**src/common/pagam_pkg.sv**
```systemverilog
// Purpose: shared constants and types for the port A GPIO block
// Assumes: APB with 32-bit data, one aligned word per register
// Notes:   all offsets are byte addresses
package pagam_pkg;

  // ****************************************
  // register map
  // ****************************************
  localparam int          PAGAM_ADDR_W      = 8;
  localparam logic [7:0]  PAGAM_PINS_OFF    = 8'h00;
  localparam logic [7:0]  PAGAM_LATCH_OFF   = 8'h04;
  localparam logic [7:0]  PAGAM_DIR_OFF     = 8'h08;
  localparam logic [7:0]  PAGAM_ANS_LO_OFF  = 8'h0c;
  localparam logic [7:0]  PAGAM_ANS_HI_OFF  = 8'h10;
  localparam logic [7:0]  PAGAM_OSC_OFF     = 8'h14;
  localparam logic [7:0]  PAGAM_CLAIM_OFF   = 8'h18;

  // ****************************************
  // reset values
  // ****************************************
  localparam logic [7:0]  PAGAM_LATCH_RST   = 8'h00;
  localparam logic [7:0]  PAGAM_DIR_RST     = 8'hff;
  localparam logic [7:0]  PAGAM_ANS_LO_RST  = 8'hff;
  localparam logic        PAGAM_ANS_HI_RST  = 1'b1;
  localparam logic [2:0]  PAGAM_CLAIM_RST   = 3'b000;

  // ****************************************
  // field positions and masks
  // ****************************************
  localparam int          PAGAM_OSC_W       = 4;
  localparam int          PAGAM_CLAIM_LSB   = 2;
  localparam logic [7:0]  PAGAM_ANS_SMALL   = 8'h1f;
  localparam logic [7:0]  PAGAM_ANS_LARGE   = 8'hff;
  localparam logic [7:0]  PAGAM_LOW_PINS    = 8'h3f;
  localparam logic [7:0]  PAGAM_BIT6        = 8'h40;
  localparam logic [7:0]  PAGAM_BIT7        = 8'h80;

  // ****************************************
  // cycle clock: one quarter of the core clock
  // ****************************************
  localparam int          PAGAM_CYC_DIV     = 4;
  localparam int          PAGAM_DIV_W       = $clog2(PAGAM_CYC_DIV);

  // ****************************************
  // oscillator configurations
  // ****************************************
  typedef enum logic [PAGAM_OSC_W-1:0] {
    PAGAM_OSC_LP,
    PAGAM_OSC_XT,
    PAGAM_OSC_HS,
    PAGAM_OSC_HSPLL,
    PAGAM_OSC_RC_CYCLE_OUT,
    PAGAM_OSC_RESISTOR_CAP_IO,
    PAGAM_OSC_INTERNAL_CYCLE_OUT,
    PAGAM_OSC_INTERNAL_IO,
    PAGAM_OSC_EXT_CLOCK_CYCLE_OUT,
    PAGAM_OSC_EXT_CLOCK_IO
  } pagam_osc_type;

  localparam pagam_osc_type PAGAM_OSC_RST = PAGAM_OSC_INTERNAL_IO;

endpackage

```
**src/hw/pagam_port_a.sv**
```systemverilog
// Purpose: 8-bit port A with direction, latch, analog select, osc pins
// Assumes: clk is the oscillator clock, APB slave, no waits while ce stays high through the transfer
// Notes:   pin drive lags register state by one cycle
//
// Notes on behaviour
// direction one floats pin as input; zero drives latch onto it
// pin register reads pin levels; writes go to the output latch
// latch register reads back the latched value, not the pins
// bits six and seven read zero in all three when not port pins
// bit six is digital only in rc-io, internal-io and ext-clock-io
// bit seven loses digital function in external oscillator modes
// in cycle-output modes bit six drives clock/4 whatever direction
// analog-selected pin has its digital input path disabled
// analog selection leaves the output driver under latch and dir
// after reset analog-capable pins come up as analog inputs
// software keeps direction set on pins used as analog inputs
// capture and encoder inputs on bits 2-4 blocked while analog
// an enabled sharing peripheral takes the pin away from gpio
// unimplemented bits read zero and ignore writes
// analog selects five to eight exist only on the large package
// analog-selected pin reads zero in the pin level register
//
// The placing of the registers and the APB register port are this design's own decisions.
`timescale 1ns/1ps
`default_nettype none
module pagam_port_a
  import pagam_pkg::*;
#(
  parameter bit LARGE_PACKAGE = 1'b1
) (
  input  wire logic                    clk,
  input  wire logic                    rst,
  input  wire logic                    ce,
  input  wire logic                    psel,
  input  wire logic                    penable,
  input  wire logic                    pwrite,
  input  wire logic [PAGAM_ADDR_W-1:0] paddr,
  input  wire logic [31:0]             pwdata,
  input  wire logic [3:0]              pstrb,
  output logic      [31:0]             prdata,
  output logic                         pready,
  output logic                         pslverr,
  input  wire logic [7:0]              pin_in,
  output logic      [7:0]              pin_out,
  output logic      [7:0]              pin_oe_n,
  output logic                         capture_input_one,
  output logic                         capture_input_two,
  output logic                         capture_input_three,
  output logic                         encoder_index_input,
  output logic                         encoder_phase_a_input,
  output logic                         encoder_phase_b_input,
  output logic      [8:0]              analog_select
);

  // ****************************************
  // state
  // ****************************************
  typedef struct packed {
    logic [7:0]             latch;
    logic [7:0]             dir;
    logic [7:0]             ans_low;
    logic                   ans_high;
    pagam_osc_type          osc;
    logic [2:0]             claim;
    logic [PAGAM_DIV_W-1:0] div;
    logic [31:0]            rdata;
    logic                   rerr;
    logic                   armed;
    logic [7:0]             pout;
    logic [7:0]             poe_n;
    logic [2:0]             feed;
  } pagam_state_type;

  localparam logic [7:0] ANS_LO_IMPL =
    LARGE_PACKAGE ? PAGAM_ANS_LARGE : PAGAM_ANS_SMALL;
  localparam logic       ANS_HI_IMPL = LARGE_PACKAGE;

  pagam_state_type st_reg;
  pagam_state_type st_next;
  logic [7:0]      pin_sync;
  logic [31:0]     rd_val;
  logic            addr_ok;
  logic [7:0]      io_mask;
  logic [7:0]      ana_pins;
  logic [7:0]      drive;

  // ****************************************
  // helper functions
  // ****************************************
  function automatic logic bit6_io(input pagam_osc_type m);
    bit6_io = (m == PAGAM_OSC_RESISTOR_CAP_IO) ||
              (m == PAGAM_OSC_INTERNAL_IO) ||
              (m == PAGAM_OSC_EXT_CLOCK_IO);
  endfunction

  function automatic logic bit7_io(input pagam_osc_type m);
    bit7_io = (m == PAGAM_OSC_INTERNAL_IO) ||
              (m == PAGAM_OSC_INTERNAL_CYCLE_OUT);
  endfunction

  function automatic logic cyc_out(input pagam_osc_type m);
    cyc_out = (m == PAGAM_OSC_RC_CYCLE_OUT) ||
              (m == PAGAM_OSC_INTERNAL_CYCLE_OUT) ||
              (m == PAGAM_OSC_EXT_CLOCK_CYCLE_OUT);
  endfunction

  // pins usable as gpio under the given oscillator mode
  function automatic logic [7:0] pins_io(input pagam_osc_type m);
    pins_io = PAGAM_LOW_PINS;
    if (bit6_io(m)) begin
      pins_io = pins_io | PAGAM_BIT6;
    end
    if (bit7_io(m)) begin
      pins_io = pins_io | PAGAM_BIT7;
    end
  endfunction

  // ****************************************
  // pin input synchroniser
  // ****************************************
  pagam_sync #(
    .W (8)
  ) u_sync (
    .clk (clk),
    .rst (rst),
    .ce  (ce),
    .d   (pin_in),
    .q   (pin_sync)
  );

  // ****************************************
  // pin muxing
  // ****************************************
  always_comb begin
    io_mask  = pins_io(st_reg.osc);
    // only pins 0-5 carry analog channels
    ana_pins = st_reg.ans_low & PAGAM_LOW_PINS;
    // analog select does not touch the driver
    drive    = ~st_reg.dir & io_mask;
    // claimed pins belong to the capture/encoder logic
    drive[4:2] = drive[4:2] & ~st_reg.claim;
    // cycle clock overrides direction
    if (cyc_out(st_reg.osc)) begin
      drive[6] = 1'b1;
    end
  end

  // ****************************************
  // register decode and read mux
  // ****************************************
  always_comb begin
    addr_ok = 1'b1;
    rd_val  = '0;
    if (paddr == PAGAM_PINS_OFF) begin
      rd_val[7:0] = pin_sync & io_mask & ~ana_pins;
    end else if (paddr == PAGAM_LATCH_OFF) begin
      rd_val[7:0] = st_reg.latch & io_mask;
    end else if (paddr == PAGAM_DIR_OFF) begin
      rd_val[7:0] = st_reg.dir & io_mask;
    end else if (paddr == PAGAM_ANS_LO_OFF) begin
      rd_val[7:0] = st_reg.ans_low;
    end else if (paddr == PAGAM_ANS_HI_OFF) begin
      rd_val[0] = st_reg.ans_high;
    end else if (paddr == PAGAM_OSC_OFF) begin
      rd_val[PAGAM_OSC_W-1:0] = st_reg.osc;
    end else if (paddr == PAGAM_CLAIM_OFF) begin
      rd_val[PAGAM_CLAIM_LSB+2:PAGAM_CLAIM_LSB] = st_reg.claim;
    end else begin
      addr_ok = 1'b0;
    end
  end

  // ****************************************
  // next state
  // ****************************************
  always_comb begin
    st_next = st_reg;
    if (ce) begin
      st_next.div = st_reg.div + 1'b1;
      // capture once per transfer; late if ce was low during setup
      if (psel && !(penable && st_reg.armed)) begin
        st_next.rdata = pwrite ? '0 : rd_val;
        st_next.rerr  = !addr_ok;
        st_next.armed = 1'b1;
      end
      if (psel && penable && st_reg.armed) begin
        st_next.armed = 1'b0;
      end
      // writes land only at the completing access edge
      if (psel && penable && st_reg.armed && pwrite && !st_reg.rerr
          && pstrb[0]) begin
        if (paddr == PAGAM_PINS_OFF) begin
          st_next.latch = pwdata[7:0];
        end else if (paddr == PAGAM_LATCH_OFF) begin
          st_next.latch = pwdata[7:0];
        end else if (paddr == PAGAM_DIR_OFF) begin
          st_next.dir = pwdata[7:0];
        end else if (paddr == PAGAM_ANS_LO_OFF) begin
          st_next.ans_low = pwdata[7:0] & ANS_LO_IMPL;
        end else if (paddr == PAGAM_ANS_HI_OFF) begin
          st_next.ans_high = pwdata[0] & ANS_HI_IMPL;
        end else if (paddr == PAGAM_OSC_OFF) begin
          st_next.osc = pagam_osc_type'(pwdata[PAGAM_OSC_W-1:0]);
        end else if (paddr == PAGAM_CLAIM_OFF) begin
          st_next.claim = pwdata[PAGAM_CLAIM_LSB+2:PAGAM_CLAIM_LSB];
        end
      end
      // registered pin drivers
      st_next.pout    = st_reg.latch;
      if (cyc_out(st_reg.osc)) begin
        st_next.pout[6] = st_reg.div[PAGAM_DIV_W-1];
      end
      st_next.poe_n   = ~drive;
      // peripheral inputs gated by claim and analog
      st_next.feed    = pin_sync[4:2] & ~ana_pins[4:2] & st_reg.claim;
    end
  end

  // ****************************************
  // state register
  // ****************************************
  always_ff @(posedge clk) begin
    if (rst) begin
      st_reg          <= '0;
      st_reg.latch    <= PAGAM_LATCH_RST;
      st_reg.dir      <= PAGAM_DIR_RST;
      st_reg.ans_low  <= PAGAM_ANS_LO_RST & ANS_LO_IMPL;
      st_reg.ans_high <= PAGAM_ANS_HI_RST & ANS_HI_IMPL;
      st_reg.osc      <= PAGAM_OSC_RST;
      st_reg.claim    <= PAGAM_CLAIM_RST;
      st_reg.poe_n    <= 8'hff;
    end else begin
      st_reg <= st_next;
    end
  end

  // ****************************************
  // outputs
  // ****************************************
  // frozen clock enable stalls the bus rather than losing a transfer
  // ready only once the transfer has been captured on a live edge
  assign pready                = ce && (st_reg.armed || !penable);
  assign pslverr               = psel && penable && st_reg.armed
                                 && st_reg.rerr;
  assign prdata                = st_reg.rdata;
  assign pin_out               = st_reg.pout;
  assign pin_oe_n              = st_reg.poe_n;
  assign capture_input_one     = st_reg.feed[0];
  assign encoder_index_input   = st_reg.feed[0];
  assign capture_input_two     = st_reg.feed[1];
  assign encoder_phase_a_input = st_reg.feed[1];
  assign capture_input_three   = st_reg.feed[2];
  assign encoder_phase_b_input = st_reg.feed[2];
  assign analog_select         = {st_reg.ans_high, st_reg.ans_low};

  logic rd_setup;
  logic wr_done;
  assign rd_setup = ce && psel && !penable && !pwrite;
  assign wr_done  = ce && psel && penable && st_reg.armed && pwrite
                    && pstrb[0];
endmodule
`default_nettype wire

```
**src/hw/pagam_sync.sv**
```systemverilog
// Purpose: three-stage pin synchroniser with agreement filter
// Assumes: inputs are asynchronous to clk
// Notes:   output follows once stages two and three agree
`timescale 1ns/1ps
`default_nettype none
module pagam_sync #(
  parameter int W = 8
) (
  input  wire logic         clk,
  input  wire logic         rst,
  input  wire logic         ce,
  input  wire logic [W-1:0] d,
  output logic      [W-1:0] q
);

  typedef struct packed {
    logic [W-1:0] s1;
    logic [W-1:0] s2;
    logic [W-1:0] s3;
    logic [W-1:0] q;
  } pagam_sync_state_type;

  pagam_sync_state_type st_reg;
  pagam_sync_state_type st_next;

  // first stage feeds only the second
  always_comb begin
    st_next = st_reg;
    if (ce) begin
      st_next.s1 = d;
      st_next.s2 = st_reg.s1;
      st_next.s3 = st_reg.s2;
      for (int i = 0; i < W; i++) begin
        if (st_reg.s2[i] == st_reg.s3[i]) begin
          st_next.q[i] = st_reg.s3[i];
        end
      end
    end
  end

  always_ff @(posedge clk) begin
    if (rst) begin
      st_reg <= '0;
    end else begin
      st_reg <= st_next;
    end
  end

  assign q = st_reg.q;

endmodule
`default_nettype wire

```
**config.mk**
```make
export PLATFORM = sky130hd
export DESIGN_NAME = pagam_port_a
export DESIGN_NICKNAME = d
export VERILOG_FILES = /design/src/common/pagam_pkg.sv /design/src/hw/pagam_port_a.sv /design/src/hw/pagam_sync.sv
export SDC_FILE = /design/constraint.sdc
export NUM_CORES = 1
export LEC_CHECK = 0
export ABC_CLOCK_PERIOD_IN_PS = 6050
export BUFFER_PORTS_ARGS = -buffer_cell sky130_fd_sc_hd__buf_2
export CAP_MARGIN = 0
export CORE_ASPECT_RATIO = 0.8
export CORE_MARGIN = 1
export CORE_UTILIZATION = 57
export CTS_BUF_LIST = sky130_fd_sc_hd__clkbuf_8 sky130_fd_sc_hd__clkbuf_16
export DETAILED_ROUTE_END_ITERATION = 7
export GPL_ROUTABILITY_DRIVEN = 0
export PLACE_DENSITY = 0.9
export SKIP_CTS_REPAIR_TIMING = 1
export SYNTH_ARGS = -nofsm -noshare
export SYNTH_HDL_FRONTEND = slang
export SYNTH_SLANG_ARGS = --single-unit
```
**constraint.sdc**
```tcl
create_clock -name clk -period 6.05 [get_ports clk]
set_input_delay 1.21 -clock clk [delete_from_list [all_inputs] [get_ports clk]]
set_output_delay 1.21 -clock clk [all_outputs]
set_load 0.02 [all_outputs]
```
==> results of run 1 <==
synthesized netlist by cell type (5+ instances only):
library cell  instances  area share
inv_1                11      0.0090
a21o_1                7       0.011
nor2b_1               5      0.0068
nand3_1              11       0.012
buf_4                60       0.098
o21ai_1               5      0.0055
dfxtp_1              95        0.42
mux2i_1              66        0.14
nand2b_1              7      0.0096
a211oi_1              6      0.0098
nor3_1               13       0.014
nor2_1               83       0.068
a21oi_1              24       0.026
o21ai_0              19       0.021
clkbuf_1             23       0.019
nand2_1              26       0.021
a31oi_1               5      0.0068
layer usage:
| layer | vias up | wire length [um] |
|---|---|---|
| li1 | 1751 | - |
| met2 | 209 | 4600 |
| met3 | 15 | 1130 |
| met5 | - | 0 |
| met1 | 1745 | 4510 |
| met4 | 0 | 126 |
final timing paths:
| check | slack (ps) | cells past startpoint | end | start |
|---|---|---|---|---|
| hold / removal | 450 | 2 | prdata[7] | prdata[7] |
| hold reg to reg | 450 | 2 | prdata[7] | prdata[7] |
| setup reg to reg | 4170 | 4 | st_reg[83] | st_reg[19] |
| setup / recovery | 1940 | 5 | pready | ce |
cell type report:
cell class,instances,share of cell area
clock buffer,10,0.0287
multi-input combinational,352,0.452
clock inverter,6,0.00913
inverter,11,0.00861
tap,105,0.0274
timing repair buffer,73,0.0772
sequential,95,0.397
worst reg2reg max path, cell delays in order, from the launching register on:
cell     delay, ps
dfxtp_1        400
nand4_1        210
nor4_4         800
mux2i_1        290
nor2_1          60
power breakdown:
group          internal (mW)  switching (mW)
clock network          0.163           0.225
registers              0.633         0.00594
logic                 0.0296          0.0686
metrics by stage:
| stage | instance area, sq um | total power [mW] |
|---|---|---|
| floorplan | 4660 | 0.734 |
| global placement | 4610 | 0.746 |
| detailed placement | 4610 | 0.749 |
| CTS | 4800 | 1.13 |
| global route | 4800 | 1.17 |
| finish | 4800 | 1.13 |
cells by family after synthesis:
group	Yosys count	share of synthesized area
xor gates and xnor gates	2	0.00383
and+or+nand+nor	179	0.193
muxes	68	0.152
AOI/OAI and AO/OA	79	0.106
DFF	95	0.415
other	1	0.000819
buffers and inverters	98	0.130
==> flow_metrics.tcl, run 1 <==
set metrics [dict create \
    outcome "completed" \
    pin_count 123 \
    antennaDiodeCount 0 \
    rsz0062_at_grt "no" \
    busiest_layer "met2" \
    syn_avg_cell_area_sq_um 8.77 \
    crit_chain "buf_2 > buf_4 > inv_1 > a21oi_1 > buf_2" \
    maxCapViolCount 0 \
    grt.met3_usage 0.0892 \
    largest_reg_flops 27 \
    cp-end-kind "output pin" \
    met1_usage 0.345 \
    grt_pass1_vias 3286 \
    antenna_found_initial 0 \
    overflow 0 \
    clk_pin_slew_ps 90 \
    initial_utilization 0.602 \
    tns_ps 0 \
    met2_usage 0.408 \
    via_per_inst 5.71 \
    drive_gt1_frac 0.179 \
    clock_latency_ps 370 \
    remaining_drc_errors 0 \
    worstSetupStartpointType "input port" \
    powerDensity_nw_per_um2 235 \
    postLayoutCoreUtil 0.631 \
    cp.arrival_ps 2900 \
    drt-initial-drc-count 409 \
    crit_type "input port to output pin" \
    post_synth_inst_count 522 \
    die_w_um 102 \
    fin_nets 600 \
    synth_edf_count 0 \
    ys_types 48 \
    crit_top_cell "buf_2" \
    grt_max_degree 69 \
    required_ps 4840 \
    area_delta_synth_final_pct 4.76 \
    max_freq_mhz 243 \
    hold_slack_ps 449 \
    p_leak_nw 2.21 \
    regArea_sq_um 1900 \
    slew_violations 0 \
    max-clock-path-buffers 2 \
    slew_headroom 0.376 \
    final_cell_count_no_fill 652 \
    final.min_clock_period_ps 4110 \
    synth_area_sq_um 4580 \
    irDropWorstVdd_uv 186 \
    ant_nets 0 \
    tightest_slew_ps 928 \
    finalSetupViolations 0 \
    dieArea_sq_um 8400 \
    crit_slowest_cell "buf_4" \
    vias 3720 \
    synth.ff_latch_count 95 \
    drt_wl_total_um 10400 \
    finalHoldViolCount 0 \
    grt_usage 0.261 \
    synth_flop_cell "dfxtp_1" \
    yosysWarnings 0 \
    die_h_um 82.2 \
    io_buffers 71 \
    root_buffer "clkbuf_8" \
    tritoncts "built" \
    async_flop_share 0 \
    layout_common_cells "dfxtp_1, nor2_1, buf_2" \
    hp-class "flop to flop" \
    first_pass_iters 5 \
    finalCritPeriodShare 0.679 \
    dp_slack_ps 1940 \
    finalWorstSetupSlack_ps 1940 \
    worstPathMaxFanout 59 \
    core_area_sq_um 7600 \
    fin_skew_ps 8.66 \
    cts-buffers-inserted 9 \
    fillCellCount 663 \
    grt_pass1_wl_um 16400 \
    cp_top_family "buffers and inverters" \
    dp_cells 636 \
    cp_num_buf_inv 4 \
    row_count 28 \
    h-tree-depth 3 \
    hpwl_um 7440 \
    yosysSeqAreaShare 0.415 \
    layout_commonest_cell "dfxtp_1" \
    avgRoutedWirePerCell_um 15.9 \
    cp_slowest_stage_delay_ps 600 \
    clock_sinks 95 \
    multi_input_area_sq_um 2170 \
]
Note: power is estimated with default switching activity, not from simulation.
==> run 2, diff against run 1 <==
ABC_AREA = 1   (was unset)
ABC_CLOCK_PERIOD_IN_PS = 3400   (was 6050)
CORE_UTILIZATION = 47   (was 57)
PLACE_DENSITY = 0.8   (was 0.9)
clock period = 3.4 ns   (was 6.05 ns; I/O delays follow)
==> run 2 against run 1 <==
The flow now finishes with violations (DRC). Total power up 110%. Sequential share of layout area fell by 0.58 points. Register-to-register slack worse by 2400 ps. Sequential power grew 82%. Highest routed layer unchanged.
==> flow_metrics.tcl, run 2 <==
set metrics [dict create \
    outcome "finished with violations" \
    failed_checks "DRC" \
    area_delta_synth_final_pct 8.72 \
    root_buffer "clkbuf_16" \
    initial_utilization 0.489 \
    layout_commonest_cell "nand2_1" \
    hpwl_um 7820 \
    row_count 31 \
    vias 3900 \
    slew_headroom 0.449 \
    cp_num_buf_inv 3 \
    cp.arrival_ps 2260 \
    max_freq_mhz 503 \
    antenna_found_initial 0 \
    rsz0062_at_grt "no" \
    cts-buffers-inserted 9 \
    antennaDiodeCount 0 \
    hold_slack_ps 459 \
    first_pass_iters 7 \
    grt.met3_usage 0.0814 \
    via_per_inst 5.23 \
    io_buffers 71 \
    fin_nets 684 \
    die_h_um 89.3 \
    dp_slack_ps 1130 \
    maxCapViolCount 0 \
    async_flop_share 0 \
    tns_ps 0 \
    dieArea_sq_um 9920 \
    layout_common_cells "nand2_1, dfxtp_1, buf_2" \
    clock_sinks 95 \
    cp_top_family "simple AND/OR/NAND/NOR gates" \
    grt_pass1_vias 3587 \
    finalWorstSetupSlack_ps 1410 \
    drt_wl_total_um 10700 \
    met1_usage 0.303 \
    p_leak_nw 2.32 \
    irDropWorstVdd_uv 333 \
    powerDensity_nw_per_um2 491 \
    postLayoutCoreUtil 0.532 \
    drive_gt1_frac 0.211 \
    crit_slowest_cell "nand2_1" \
    avgRoutedWirePerCell_um 14.3 \
    remaining_drc_errors 21 \
    drt-initial-drc-count 287 \
    tritoncts "built" \
    clock_latency_ps 340 \
    die_w_um 111 \
    cp_slowest_stage_delay_ps 340 \
    cp-end-kind "flop" \
    grt_pass1_wl_um 17500 \
    fillCellCount 876 \
    finalHoldViolCount 0 \
    yosysWarnings 0 \
    crit_chain "buf_2 > nor2_2 > nand2_4 > inv_2 > nand2_1 > inv_2 > nor2_4 > nand4_2 > nor2_4 > a21oi_1 > o21ai_1" \
    post_synth_inst_count 599 \
    hp-class "flop to flop" \
    met2_usage 0.361 \
    max-clock-path-buffers 2 \
    crit_type "input port to flop" \
    worstSetupStartpointType "input port" \
    ant_nets 0 \
    largest_reg_flops 27 \
    ys_types 36 \
    synth_area_leader_cell "dfxtp_1" \
    final.min_clock_period_ps 1990 \
    synth_top_area_share 0.425 \
    core_area_sq_um 9150 \
    synth.top_cells.by_area "dfxtp_1, buf_4, nand2_1, a21oi_1, nor2_1" \
    synth_flop_cell "dfxtp_1" \
    synthTopCellsByCount "nand2_1, dfxtp_1, nor2_1, buf_4, a21oi_1" \
    yosysSeqAreaShare 0.425 \
    synth.ff_latch_count 95 \
    pin_count 123 \
    fin_skew_ps 5.00 \
    finalCritPeriodShare 0.584 \
    grt_max_degree 50 \
    slew_violations 0 \
    finalSetupViolations 0 \
    clk_pin_slew_ps 70 \
    overflow 0 \
    syn_avg_cell_area_sq_um 7.47 \
    h-tree-depth 3 \
    synth.most_common_cell "nand2_1" \
    worstPathMaxFanout 12 \
    busiest_layer "met2" \
    required_ps 3680 \
    grt_usage 0.232 \
    tightest_slew_ps 825 \
    synth_area_sq_um 4480 \
    synth_edf_count 0 \
    total_power_mw 2.39 \
]
## run 2: final cells by class
| type | instances | area (sq um) | share of cell area |
|---|---|---|---|
| tap | 115 | 144 | 0.0296 |
| inverter | 41 | 159 | 0.0326 |
| clock buffer | 11 | 253 | 0.0519 |
| multi-input combinational | 401 | 1940 | 0.399 |
| sequential | 95 | 1900 | 0.391 |
| clock inverter | 5 | 61.3 | 0.0126 |
| timing repair buffer | 78 | 408 | 0.0838 |
## run 2: routing by layer
layer,part of all wire,wire length [um],up-vias
li1,-,-,1925
met1,0.46,4880,1792
met2,0.43,4600,163
met3,0.095,1020,20
met4,0.019,205,0
met5,0,0,-
## run 2: metrics by stage
stage | area [sq um] | std cells
6_report | 4870 | 746
5_1_grt | 4870 | 746
4_1_cts | 4870 | 746
3_5_place_dp | 4550 | 730
3_3_place_gp | 4550 | 730
2_1_floorplan | 4560 | 622
## run 2: worst paths after layout
path | start | slack, ps | end | depth (start not counted)
min | pin_oe_n[5] | 460 | pin_oe_n[5] | 2
max reg2reg | st_reg[19] | 1730 | st_reg[58] | 9
max | paddr[4] | 1410 | analog_select[0] | 11
min reg2reg | pin_oe_n[5] | 460 | pin_oe_n[5] | 2
## run 2: logic make-up after synthesis
group                     after synthesis  share of synthesized area
and+or+nand+nor                       232                      0.230
AOI/OAI and AO/OA                     144                      0.182
other                                   1                   0.000838
xor gates and xnor gates                1                    0.00196
buffers and inverters                 126                      0.161
DFF                                    95                      0.425
## run 2: where the power goes
group | total [mW] | switching (mW) | internal, mW
Clock | 1.04 | 0.428 | 0.617
Combinational | 0.189 | 0.135 | 0.0540
Sequential | 1.16 | 0.0161 | 1.14
Total | 2.39 | 0.579 | 1.81
## run 2: worst register-to-register path: cells and delay by family, from the launching register on
kind | cells | cell delay [ps]
simple gates | 6 | 910
flops | 1 | 350
buf+inv | 2 | 180
compound gates | 1 | 80
